## src/rtl/ehrc_pkg.sv

```systemverilog
/*
  Constants, types and the register map of the Ethernet hard-block reset
  controller. Assumes a single 10 MHz clock that also serves as the
  reconfiguration clock, and all reset inputs synchronous to it.
*/
// Operation
// - System, TX and RX soft resets stay set until software writes them clear.
// - Register, TX and RX hard reset inputs are active low.
// - Register or system reset restores all registers, statistics counters included; here the soft system reset keeps the control register.
// - System reset hits MAC, interfaces, PCS, PMA, status; FEC only in 100G.
// - Register reset runs its internal sequence on the input's rising edge.
// - TX reset hits TX MAC, PCS, PMA, FEC in 100G; drops lanes stable.
// - RX reset hits RX MAC, PCS, FEC in 100G; drops PCS ready.
// - Shared RS-FEC TX reset resets every channel's TX FEC together.
// - Shared RS-FEC RX reset resets every channel's RX FEC together.
// - Statistics clears touch only their own direction's counters.
// - Reconfiguration reset, active high, resets bus port and some soft registers.
// - Device orders internal releases itself once external resets are applied.
// - TX reset may break downstream alignment and send malformed frames.
// - RX reset corrupts packets in flight; nothing is preserved.
// - Without external die clock, master register reset also takes slaves down.
// - Adaptation completion is reported by its code and confirmed by controller.
package ehrc_pkg;

  // Clock and timing
  localparam int unsigned CLK_PERIOD_NS = 100;
  localparam int unsigned CSR_SEQ_NS    = 2000;
  localparam int unsigned STG_IF_NS     = 100;
  localparam int unsigned STG_PMA_NS    = 300;
  localparam int unsigned STG_PCS_NS    = 500;
  localparam int unsigned STG_MAC_NS    = 700;
  localparam int unsigned CSR_SEQ_CYC   = (CSR_SEQ_NS + CLK_PERIOD_NS - 1) / CLK_PERIOD_NS;
  localparam int unsigned STG_IF_CYC    = (STG_IF_NS + CLK_PERIOD_NS - 1) / CLK_PERIOD_NS;
  localparam int unsigned STG_PMA_CYC   = (STG_PMA_NS + CLK_PERIOD_NS - 1) / CLK_PERIOD_NS;
  localparam int unsigned STG_PCS_CYC   = (STG_PCS_NS + CLK_PERIOD_NS - 1) / CLK_PERIOD_NS;
  localparam int unsigned STG_MAC_CYC   = (STG_MAC_NS + CLK_PERIOD_NS - 1) / CLK_PERIOD_NS;
  localparam int unsigned CNT_W         = 8;

  // Register port
  localparam int unsigned ADDR_W       = 8;
  localparam int unsigned DATA_W       = 32;
  localparam logic [7:0]  REG_CTRL_OFS = 8'h00;
  localparam logic [7:0]  REG_STAT_OFS = 8'h04;
  localparam logic [7:0]  REG_BLK_OFS  = 8'h08;
  localparam logic [7:0]  REG_ADAPT_OFS = 8'h0C;
  localparam logic [15:0] ADAPT_CODE   = 16'h0126;
  localparam logic [15:0] ADAPT_DATA   = 16'h0B00;
  localparam int unsigned CTRL_W       = 5;
  localparam logic [4:0]  CTRL_RST     = 5'h00;
  localparam int unsigned STAT_W       = 3;

  // Sub-block reset index
  localparam int unsigned BLK_N      = 12;
  localparam int unsigned BLK_TX_D2D = 0;
  localparam int unsigned BLK_TX_MAC = 1;
  localparam int unsigned BLK_TX_PCS = 2;
  localparam int unsigned BLK_TX_FEC = 3;
  localparam int unsigned BLK_TX_PMA = 4;
  localparam int unsigned BLK_TX_STA = 5;
  localparam int unsigned BLK_RX_D2D = 6;
  localparam int unsigned BLK_RX_MAC = 7;
  localparam int unsigned BLK_RX_PCS = 8;
  localparam int unsigned BLK_RX_FEC = 9;
  localparam int unsigned BLK_RX_PMA = 10;
  localparam int unsigned BLK_RX_STA = 11;
  localparam logic [11:0] TX_PATH_MASK = 12'h01F;
  localparam logic [11:0] RX_PATH_MASK = 12'h7C0;
  localparam logic [11:0] SYS_MASK     = 12'hDF7;

  // Release order: interfaces first, MAC last
  localparam int unsigned BLK_HOLD [BLK_N] = '{
    STG_IF_CYC, STG_MAC_CYC, STG_PCS_CYC, STG_PCS_CYC, STG_PMA_CYC, STG_IF_CYC,
    STG_IF_CYC, STG_MAC_CYC, STG_PCS_CYC, STG_PCS_CYC, STG_PMA_CYC, STG_IF_CYC};

  typedef logic [BLK_N-1:0] ehrc_blk_t;

  typedef struct packed {
    logic clr_rx_stats;
    logic clr_tx_stats;
    logic soft_rx;
    logic soft_tx;
    logic soft_sys;
  } ehrc_ctrl_s;

  typedef struct packed {
    logic rsfec_rx_reset_n;
    logic rsfec_tx_reset_n;
    logic lane_rx_datapath_reset_n;
    logic lane_tx_datapath_reset_n;
    logic lane_register_reset_n;
  } ehrc_hard_s;

  typedef enum logic [1:0] {SEQ_RUN, SEQ_HOLD, SEQ_STAGE} ehrc_seq_e;

endpackage

```

## src/rtl/ehrc_reset_ctrl.sv

```systemverilog
/*
  Reset distribution for the hardened Ethernet MAC/PCS/RS-FEC stack:
  combines hard, soft and FEC resets into per-sub-block resets with
  ordered release, and reports lanes stable and PCS ready.
  Assumes every input synchronous to clk_in, which also serves as the
  reconfiguration clock, and a master that never issues both strobes.
*/
// The implementer's own choices: the plain strobed port and the address map.
module ehrc_reset_ctrl
  import ehrc_pkg::*;
#(
  parameter int unsigned FEC_CH = 4
) (
  // Clock and resets
  input  wire logic              clk_in,
  input  wire logic              sys_rst_in,
  input  wire logic              reconfig_reset_in,
  input  wire ehrc_hard_s        hard_rst_in,
  // Configuration and lane state
  input  wire logic              rate_100g_in,
  input  wire logic              d2d_master_in,
  input  wire logic              rx_pcs_lock_in,
  // Register port
  input  wire logic [ADDR_W-1:0] addr_in,
  input  wire logic [DATA_W-1:0] wr_data_in,
  input  wire logic              wr_in,
  input  wire logic              rd_in,
  output logic      [DATA_W-1:0] rd_data_out,
  // Sub-block resets and status
  output ehrc_blk_t              blk_rst_out,
  output logic      [FEC_CH-1:0] tx_fec_rst_out,
  output logic      [FEC_CH-1:0] rx_fec_rst_out,
  output logic                   tx_lanes_stable_out,
  output logic                   rx_pcs_ready_out,
  output logic                   slave_reg_reset_out
);

  ehrc_seq_e        state_ff;
  logic [CNT_W-1:0] seq_cnt_ff;
  logic             csr_n_q_ff;
  ehrc_ctrl_s       ctrl_ff;
  ehrc_blk_t        blk_req;
  ehrc_blk_t        blk_q;
  ehrc_blk_t        blk_rst_ff;
  logic [FEC_CH-1:0] tx_fec_ff;
  logic [FEC_CH-1:0] rx_fec_ff;
  logic [DATA_W-1:0] rd_data_ff;
  logic             lanes_stable_ff;
  logic             pcs_ready_ff;
  logic             slave_rst_ff;
  logic             csr_active;
  logic             csr_rise;
  logic             sys_req;
  logic             tx_req;
  logic             rx_req;
  logic             ctrl_wr;
  logic             nxt_lanes_stable;
  logic             nxt_pcs_ready;

  // Register reset sequencer

  assign csr_rise   = hard_rst_in.lane_register_reset_n && !csr_n_q_ff;
  assign csr_active = (state_ff != SEQ_RUN);

  always_ff @(posedge clk_in) begin
    if (sys_rst_in) begin
      csr_n_q_ff <= 1'b0;
    end else begin
      csr_n_q_ff <= hard_rst_in.lane_register_reset_n;
    end
  end

  // Low level holds reset; only the 0->1 edge starts the internal sequence
  always_ff @(posedge clk_in) begin
    if (sys_rst_in) begin
      state_ff   <= SEQ_HOLD;
      seq_cnt_ff <= '0;
    end else begin
      case (state_ff)
        SEQ_RUN: begin
          if (!hard_rst_in.lane_register_reset_n) begin
            state_ff <= SEQ_HOLD;
          end
        end
        SEQ_HOLD: begin
          if (csr_rise) begin
            state_ff   <= SEQ_STAGE;
            seq_cnt_ff <= CNT_W'(CSR_SEQ_CYC - 1);
          end
        end
        SEQ_STAGE: begin
          if (!hard_rst_in.lane_register_reset_n) begin
            state_ff <= SEQ_HOLD;
          end else if (seq_cnt_ff == '0) begin
            state_ff <= SEQ_RUN;
          end else begin
            seq_cnt_ff <= seq_cnt_ff - 1'b1;
          end
        end
        default: begin
          state_ff <= SEQ_HOLD;
        end
      endcase
    end
  end

  // Control register

  assign ctrl_wr = wr_in && (addr_in == ADDR_W'(REG_CTRL_OFS));

  // Soft bits never clear themselves, so a soft system reset keeps this
  // register alive; only sys_rst_in or the hard register reset wipes it
  always_ff @(posedge clk_in) begin
    if (sys_rst_in || csr_active) begin
      ctrl_ff <= ehrc_ctrl_s'(CTRL_RST);
    end else if (ctrl_wr) begin
      ctrl_ff <= ehrc_ctrl_s'(wr_data_in[CTRL_W-1:0]);
    end else if (reconfig_reset_in) begin
      ctrl_ff.clr_tx_stats <= 1'b0;
      ctrl_ff.clr_rx_stats <= 1'b0;
    end
  end

  // Reset request map

  // Frames in flight are cut, not drained: keeps reset latency fixed
  assign sys_req = csr_active || ctrl_ff.soft_sys;
  assign tx_req  = !hard_rst_in.lane_tx_datapath_reset_n || ctrl_ff.soft_tx;
  assign rx_req  = !hard_rst_in.lane_rx_datapath_reset_n || ctrl_ff.soft_rx;

  always_comb begin
    blk_req             = '0;
    blk_req[BLK_TX_D2D] = sys_req;
    blk_req[BLK_TX_MAC] = sys_req || tx_req;
    blk_req[BLK_TX_PCS] = sys_req || tx_req;
    blk_req[BLK_TX_PMA] = sys_req || tx_req;
    blk_req[BLK_TX_FEC] = (rate_100g_in && (sys_req || tx_req))
                          || !hard_rst_in.rsfec_tx_reset_n;
    blk_req[BLK_TX_STA] = sys_req || ctrl_ff.clr_tx_stats;
    blk_req[BLK_RX_D2D] = sys_req;
    blk_req[BLK_RX_MAC] = sys_req || rx_req;
    blk_req[BLK_RX_PCS] = sys_req || rx_req;
    blk_req[BLK_RX_PMA] = sys_req;
    blk_req[BLK_RX_FEC] = (rate_100g_in && (sys_req || rx_req))
                          || !hard_rst_in.rsfec_rx_reset_n;
    blk_req[BLK_RX_STA] = sys_req || ctrl_ff.clr_rx_stats;
  end

  // Staggered release, interfaces before PCS before MAC
  for (genvar g = 0; g < BLK_N; g++) begin : g_stage
    ehrc_rst_stage #(
      .HOLD       (BLK_HOLD[g])
    ) u_stage (
      .clk_in     (clk_in),
      .sys_rst_in (sys_rst_in),
      .req_in     (blk_req[g]),
      .rst_out    (blk_q[g])
    );
  end

  // Outputs

  assign nxt_lanes_stable = !(|((blk_q | blk_req) & TX_PATH_MASK));
  assign nxt_pcs_ready    = rx_pcs_lock_in && !(|((blk_q | blk_req) & RX_PATH_MASK));

  always_ff @(posedge clk_in) begin
    if (sys_rst_in) begin
      blk_rst_ff <= '1;
      tx_fec_ff  <= '1;
      rx_fec_ff  <= '1;
    end else begin
      blk_rst_ff <= blk_q;
      tx_fec_ff  <= {FEC_CH{blk_q[BLK_TX_FEC]}};
      rx_fec_ff  <= {FEC_CH{blk_q[BLK_RX_FEC]}};
    end
  end

  always_ff @(posedge clk_in) begin
    if (sys_rst_in) begin
      lanes_stable_ff <= 1'b0;
      pcs_ready_ff    <= 1'b0;
    end else begin
      lanes_stable_ff <= nxt_lanes_stable;
      pcs_ready_ff    <= nxt_pcs_ready;
    end
  end

  // A master register reset always reaches the slave lanes
  always_ff @(posedge clk_in) begin
    if (sys_rst_in) begin
      slave_rst_ff <= 1'b1;
    end else begin
      slave_rst_ff <= csr_active && d2d_master_in;
    end
  end

  // Register read port

  // Read data stand for exactly one cycle, then return to zero
  always_ff @(posedge clk_in) begin
    if (sys_rst_in || reconfig_reset_in) begin
      rd_data_ff <= '0;
    end else if (rd_in) begin
      case (addr_in)
        ADDR_W'(REG_CTRL_OFS): begin
          rd_data_ff <= DATA_W'(ctrl_ff);
        end
        ADDR_W'(REG_STAT_OFS): begin
          rd_data_ff <= DATA_W'({csr_active, pcs_ready_ff, lanes_stable_ff});
        end
        ADDR_W'(REG_BLK_OFS): begin
          rd_data_ff <= DATA_W'(blk_rst_ff);
        end
        // Adaptation report stands only while the RX path is up
        ADDR_W'(REG_ADAPT_OFS): begin
          rd_data_ff <= pcs_ready_ff ? {ADAPT_DATA, ADAPT_CODE} : '0;
        end
        default: begin
          rd_data_ff <= '0;
        end
      endcase
    end else begin
      rd_data_ff <= '0;
    end
  end

  assign rd_data_out         = rd_data_ff;
  assign blk_rst_out         = blk_rst_ff;
  assign tx_fec_rst_out      = tx_fec_ff;
  assign rx_fec_rst_out      = rx_fec_ff;
  assign tx_lanes_stable_out = lanes_stable_ff;
  assign rx_pcs_ready_out    = pcs_ready_ff;
  assign slave_reg_reset_out = slave_rst_ff;

endmodule // ehrc_reset_ctrl

```

## src/rtl/ehrc_rst_stage.sv

```systemverilog
/*
  One sub-block reset stage: asserts at once on request and releases a
  fixed number of cycles after the request drops. Assumes a synchronous
  request in the clk_in domain.
*/
module ehrc_rst_stage
  import ehrc_pkg::*;
#(
  parameter int unsigned HOLD = 1
) (
  // Clock and reset
  input  wire logic clk_in,
  input  wire logic sys_rst_in,
  // Request and reset
  input  wire logic req_in,
  output logic      rst_out
);

  logic [CNT_W-1:0] cnt_ff;
  logic             rst_ff;

  always_ff @(posedge clk_in) begin
    if (sys_rst_in || req_in) begin
      rst_ff <= 1'b1;
      cnt_ff <= CNT_W'(HOLD);
    end else if (cnt_ff != '0) begin
      cnt_ff <= cnt_ff - 1'b1;
    end else begin
      rst_ff <= 1'b0;
    end
  end

  assign rst_out = rst_ff;

endmodule // ehrc_rst_stage

```

## config.mk

```make
export PLATFORM = sky130hd
export DESIGN_NAME = ehrc_reset_ctrl
export DESIGN_NICKNAME = d
export VERILOG_FILES = /design/src/rtl/ehrc_pkg.sv /design/src/rtl/ehrc_reset_ctrl.sv /design/src/rtl/ehrc_rst_stage.sv
export SDC_FILE = /design/constraint.sdc
export NUM_CORES = 1
export LEC_CHECK = 0
export BUFFER_PORTS_ARGS = -buffer_cell sky130_fd_sc_hd__buf_2
export CORE_MARGIN = 2
export CORE_UTILIZATION = 59
export CTS_BUF_LIST = sky130_fd_sc_hd__clkbuf_4
export CTS_CLUSTER_SIZE = 16
export DETAILED_ROUTE_END_ITERATION = 8
export PLACE_DENSITY = 0.81
export SETUP_SLACK_MARGIN = 0.02
export SYNTH_ARGS = -nofsm -noshare
export SYNTH_HDL_FRONTEND = slang
export SYNTH_HIERARCHICAL = 1
export SYNTH_SLANG_ARGS = --single-unit
```

## constraint.sdc

```tcl
create_clock -name clk_in -period 2.9 [get_ports clk_in]
set_input_delay 0.58 -clock clk_in [delete_from_list [all_inputs] [get_ports clk_in]]
set_output_delay 0.58 -clock clk_in [all_outputs]
set_load 0.1 [all_outputs]
```

# --- Word-level counts from Yosys, hierarchy flattened ---
# Index checks and enable logic that the tools add are counted.
word_totals:
  reg_bits: 173
  n_memories: 0
  input_bits: 53
  wordCells: 131
  output_inout_bits: 55
  romBits: 0
  latch_bits: 0
  ram_bits: 0
op_classes:
  n_shift: 0
  bitwise_logic: 2
  mul: 0
  eq_ne: 10
  reduce_logical: 54
  div: 0
  n_addsub: 13
  n_lt_le_gt_ge: 0
  mux: 13
ops:
  columns: ["op", "n"]
  rows:
  - ["28-bit one-hot mux with 4 select lines", 1]
  - ["8-bit by 1-bit subtractor with 8-bit output, second input constant", 13]
  - ["8-bit nonzero test", 12]
  - ["28-bit two-way mux", 1]
  - ["8-bit two-way mux", 3]
  - ["1-bit logical OR", 18]
  - ["8-bit by 4-bit equality test with 1-bit output, second input constant", 2]
  - ["8-bit zero test", 2]
  - ["8-bit one-hot mux with 2 select lines", 1]
  - ["2-bit two-way mux", 6]
  - ["11-bit bitwise OR", 1]
  - ["5-bit OR reduction", 2]
  - ["8-bit by 3-bit equality test with 1-bit output, second input constant", 1]
  - ["2-bit != test, second input constant", 4]
  - ["1-bit zero test", 7]
  - ["1-bit logical AND", 6]
  - ["2-bit one-hot mux with 3 select lines", 1]
  - ["2-bit nonzero test", 3]
  - ["4-bit AND reduction", 1]
  - ["3-bit != test, second input constant", 1]
  - ["3-bit AND reduction", 1]
  - ["2-bit by 1-bit equality test with 1-bit output, second input constant", 1]
  - ["2-bit equality test, second input constant", 1]
  - ["2-bit zero test", 1]
  - ["other kinds (2)", 2]

# --- Logic depth before layout (Yosys ltp) ---
logic_depth:
  word_depth: 9
  depth_mapped: 7

# --- Hierarchy ---
# The synthesis kept the hierarchy.
modules_own_cells:
  columns: ["mod", "cells_each", "instances", "seq_area_each_um2", "area_per_inst_um2"]
  rows:
  - ["ehrc_reset_ctrl", 212, 1, 880.8, 2064.5]
  - ["ehrc_rst_stage at g_stage[2].u_stage ...", 48, 4, 180.2, 435.4]
  - ["ehrc_rst_stage at g_stage[0].u_stage ...", 47, 4, 180.2, 427.9]
  - ["ehrc_rst_stage at g_stage[1].u_stage ...", 46, 2, 180.2, 439.2]
  - ["ehrc_rst_stage at g_stage[10].u_stage ...", 47, 2, 180.2, 424.2]

# --- Worst setup path before layout ---
# Ideal clock, no wire load.
synth_timing:
  kind: "flip-flop to output port"
  start: "register, netlist name blk_rst_out[3]"
  end: "output port tx_fec_rst_out[0]"
  path_buffers: 1
  path_stages_with_launch: 2
  slack_ps: 893
  arrival_time_ps: 1427
  cell_sequence: "dfxtp_1 > buf_4"
synth_lines:
  columns: ["element", "line", "text"]
  rows:
  - ["end, declared", "ehrc_reset_ctrl.sv:31", "output logic [FEC_CH-1:0] tx_fec_rst_out,"]

# --- Worst setup path in the final report ---
layout_timing:
  start: "register state_ff[0]"
  end: "register g_stage[1].u_stage.cnt_ff[6]"
layout_via:
  elab_chain_cells: 4
layout_rtl:
  columns: ["element", "line", "text"]
  rows:
  - ["start, declared", "ehrc_reset_ctrl.sv:38", "ehrc_seq_e state_ff;"]
  - ["start signal, assigned", "ehrc_reset_ctrl.sv:76", "state_ff <= SEQ_HOLD;"]
  - ["start signal, assigned", "ehrc_reset_ctrl.sv:82", "state_ff <= SEQ_HOLD;"]
  - ["start signal, assigned", "ehrc_reset_ctrl.sv:87", "state_ff <= SEQ_STAGE;"]
  - ["2-bit nonzero test", "ehrc_reset_ctrl.sv:63", "assign csr_active = (state_ff != SEQ_RUN);"]
  - ["1-bit logical OR", "ehrc_reset_ctrl.sv:127", "assign sys_req = csr_active || ctrl_ff.soft_sys;"]
  - ["1-bit logical OR", "ehrc_reset_ctrl.sv:134", "blk_req[BLK_TX_MAC] = sys_req || tx_req;"]
  - ["via blk_req[1]", "ehrc_reset_ctrl.sv:42", "ehrc_blk_t blk_req;"]
  - ["1-bit logical OR", "ehrc_rst_stage.sv:23", "if (sys_rst_in || req_in) begin"]
  - ["end signal, assigned", "ehrc_rst_stage.sv:25", "cnt_ff <= CNT_W'(HOLD);"]
  - ["end signal, assigned", "ehrc_rst_stage.sv:27", "cnt_ff <= cnt_ff - 1'b1;"]
  - ["end, declared", "ehrc_rst_stage.sv:19", "logic [CNT_W-1:0] cnt_ff;"]
# The timed path passes the listed nets, and every way through them passes these cells.
# A chain may end at the register's enable or synchronous reset.

==> flow_summary.yaml <==
run_status:
  status: "finished clean"
power_and_ir_drop:
  ir_worst_vdd_v: 0.0003658
  leakagePower_nw: 2.777
  power_density_mw_per_mm2: 474.9
grt:
  antenna_found_initial: 1
  grt_overflow: 0
  grt_max_degree: 22
  grt_pass1_wl_microns: 24250
  grt_use_total_pct: 22.96
  grt_pass1_vias: 5311
synth:
  synth-simple-area-share_pct: 23.89
  postSynthCellCount: 778
  ys_seq_area_share_pct: 42.00
  synth_xor_area_share_pct: 2.902
  ys_ff_latch: 152
  syn_area_sq_mm: 0.007244
  synth.distinct_cells: 62
  synthFlopType: "dfxtp_1"
  syn_area_per_cell_sq_um: 9.312
  synth_warnings: 6
  yosys.area.top_type: "dfxtp_1"
  synthMuxAreaShare_pct: 3.506
  synth-edff-count: 0
  synthArstFlopShare_pct: 0
  synth_common_cells: "dfxtp_1, o21ai_0, inv_1, nor2_1, nand2_1"
  post_synth_fa_ha_maj_area_fraction_pct: 4.491
  synth_area_leaders: "dfxtp_1, ha_1, o21ai_0"
  synth_top_family_by_area: "simple AND/OR/NAND/NOR gates"
  synth_most_common_cell: "dfxtp_1"
  synth_compound_area_share_pct: 15.44
  synth_top_area_share_pct: 42.00
place:
  dp_hpwl_microns: 11050
  port_buffers: 63
  place_congestion: 0.8361
die:
  fp.dieW_microns: 114.8
  rows: 40
  die_h_microns: 114.8
  die_area_sq_mm: 0.01318
  start_util_pct: 60.31
  ioPinCount: 108
  fp.coreArea_sq_mm: 0.01201
worst_setup_path:
  cp.required_ns: 3.34
  path_max_fanout: 9
  path_class: "reg -> reg"
  critPathArrivalTime_ns: 2.90
  end_kind: "flop"
  worst_setup_path_start_kind: "flop"
cells_and_area:
  seq_area_sq_mm: 0.003043
  area_growth_pct: 6.408
  multi_input_area_sq_mm: 0.003702
  final_util_pct: 64.18
  fill_cells: 999
  drive_gt1_share_pct: 19.28
  final_nets: 904
timing:
  tightestPinTransition_ns: 0.6047
  setup_violations: 0
  hold_ws_ns: 0.2327
  finalCriticalPeriod_ns: 2.460
  max_slew_margin_pct: 59.47
  finalHoldViolCount: 0
  setup_tns_ns: 0
  fin_crit_sh_pct: 84.84
  fin_skew_ns: 0.01457
  maxSlewViolCount: 0
  grt_setup_unrepaired: "no"
  max_freq_mhz: 406.5
detailed_routing:
  avgViaCountPerCell: 5.846
  drtIter0Drc: 388
  wl_microns: 14760
  first_pass_iters: 5
  route.detailed.drc: 0
  wl_per_cell_microns: 15.02
  via_count: 5747
  drtAntennaViolNets: 0
cts:
  cts_max_level: 4
  clock_latency_ns: 0.53
  clk_path_buf_depth: 2
  cts_setup_buffers: 0
  ctsHoldBuffers: 0
  cts.sinks: 152
  path_clk_slew_ns: 0.11
  cts_root_buffer: "clkbuf_4"
  cts_tree: "built"
  numCtsBuffers: 17
  cts_resized: 0
min_path:
  holdCritPathClass: "in -> reg"
flow_run:
  drv_cap: 0
==> final cells by class <==
class	instances	share of cell area (%)
inverter	55	2.678
multi-input combinational	534	48.03
clock buffer	21	2.045
clock inverter	8	1.071
antenna	1	0.03246
tap	147	2.386
timing repair buffer	65	4.285
sequential	152	39.47
==> where the power goes <==
part           total [mW]  switching, mW  internal [mW]
sequential           2.13         0.0250           2.11
combinational       0.346          0.244          0.102
clock                1.18          0.665          0.520
total                3.66          0.933           2.73
==> sequential cells by signal, summed over array words and instances (netlist names) <==
name / cells
ctrl_ff: 5
g_stage.u_stage/cnt_ff: 96
rx_pcs_ready_out: 1
tx_lanes_stable_out: 1
seq_cnt_ff: 8
blk_rst_out: 12
slave_reg_reset_out: 1
state_ff: 2
g_stage.u_stage/rst_out: 12
csr_n_q_ff: 1
rd_data_out: 13
==> logic make-up (layout without fill, tap and decap cells) <==
group                      count (synthesis)  in the layout
and+or+nand+nor                          271            271
DFF                                      152            152
other                                      1             18
AOI/OAI and AO/OA                        172            172
xor gates and xnor gates                  24             24
buffers and inverters                    108            149
muxes                                     24             24
adders and majority gates                 26             26
==> layer usage <==
metal | wire, microns | track usage, %
met1 | 6396 | 28.05
met2 | 7455 | 39.13
met3 | 697 | 5.851
met4 | 214 | 8.835
met5 | 0 | 0
==> metrics by stage <==
stage	std cells	cell area (sq um)	setup slack, ns	power, mW
CTS	982	7706	0.4834	3.691
global placement	953	7466	0.6432	2.507
finish	983	7709	0.4397	3.661
floorplan	794	7305	0.8930	2.468
detailed placement	953	7466	0.5407	2.520
global route	983	7709	0.2600	3.809
==> path summary, 6_finish.rpt <==
check | slack (ns) | cells after the start | start | to
setup / recovery | 0.44 | 6 | state_ff[0] | g_stage[1].u_stage/cnt_ff[6]
setup reg to reg | 0.44 | 6 | state_ff[0] | g_stage[1].u_stage/cnt_ff[6]
hold / removal | 0.23 | 2 | d2d_master_in | slave_reg_reset_out
hold reg to reg | 0.46 | 1 | g_stage[5].u_stage/rst_out | blk_rst_out[5]
==> worst max-delay path: stages, from the launching register on <==
cell     delay, ns
dfxtp_1       0.40
or3_1         0.59
nor3b_2       0.35
inv_1         0.16
nor2_1        0.45
o21ai_0       0.18
o41ai_1       0.24
==> cells in the final DEF, fill, tap and decap left out, types with 21 or more instances in the layout <==
cell type	synthesis	final
buf_2	6	63
nor2_1	44	44
nor3_1	27	27
ha_1	26	26
clkbuf_4	0	21
or2_2	23	23
inv_1	55	55
dfxtp_1	152	152
nand2_1	35	35
xnor2_1	24	24
mux2i_1	22	22
o21ai_0	61	61
or3_1	26	26
Note: power is estimated with default switching activity, not from simulation.
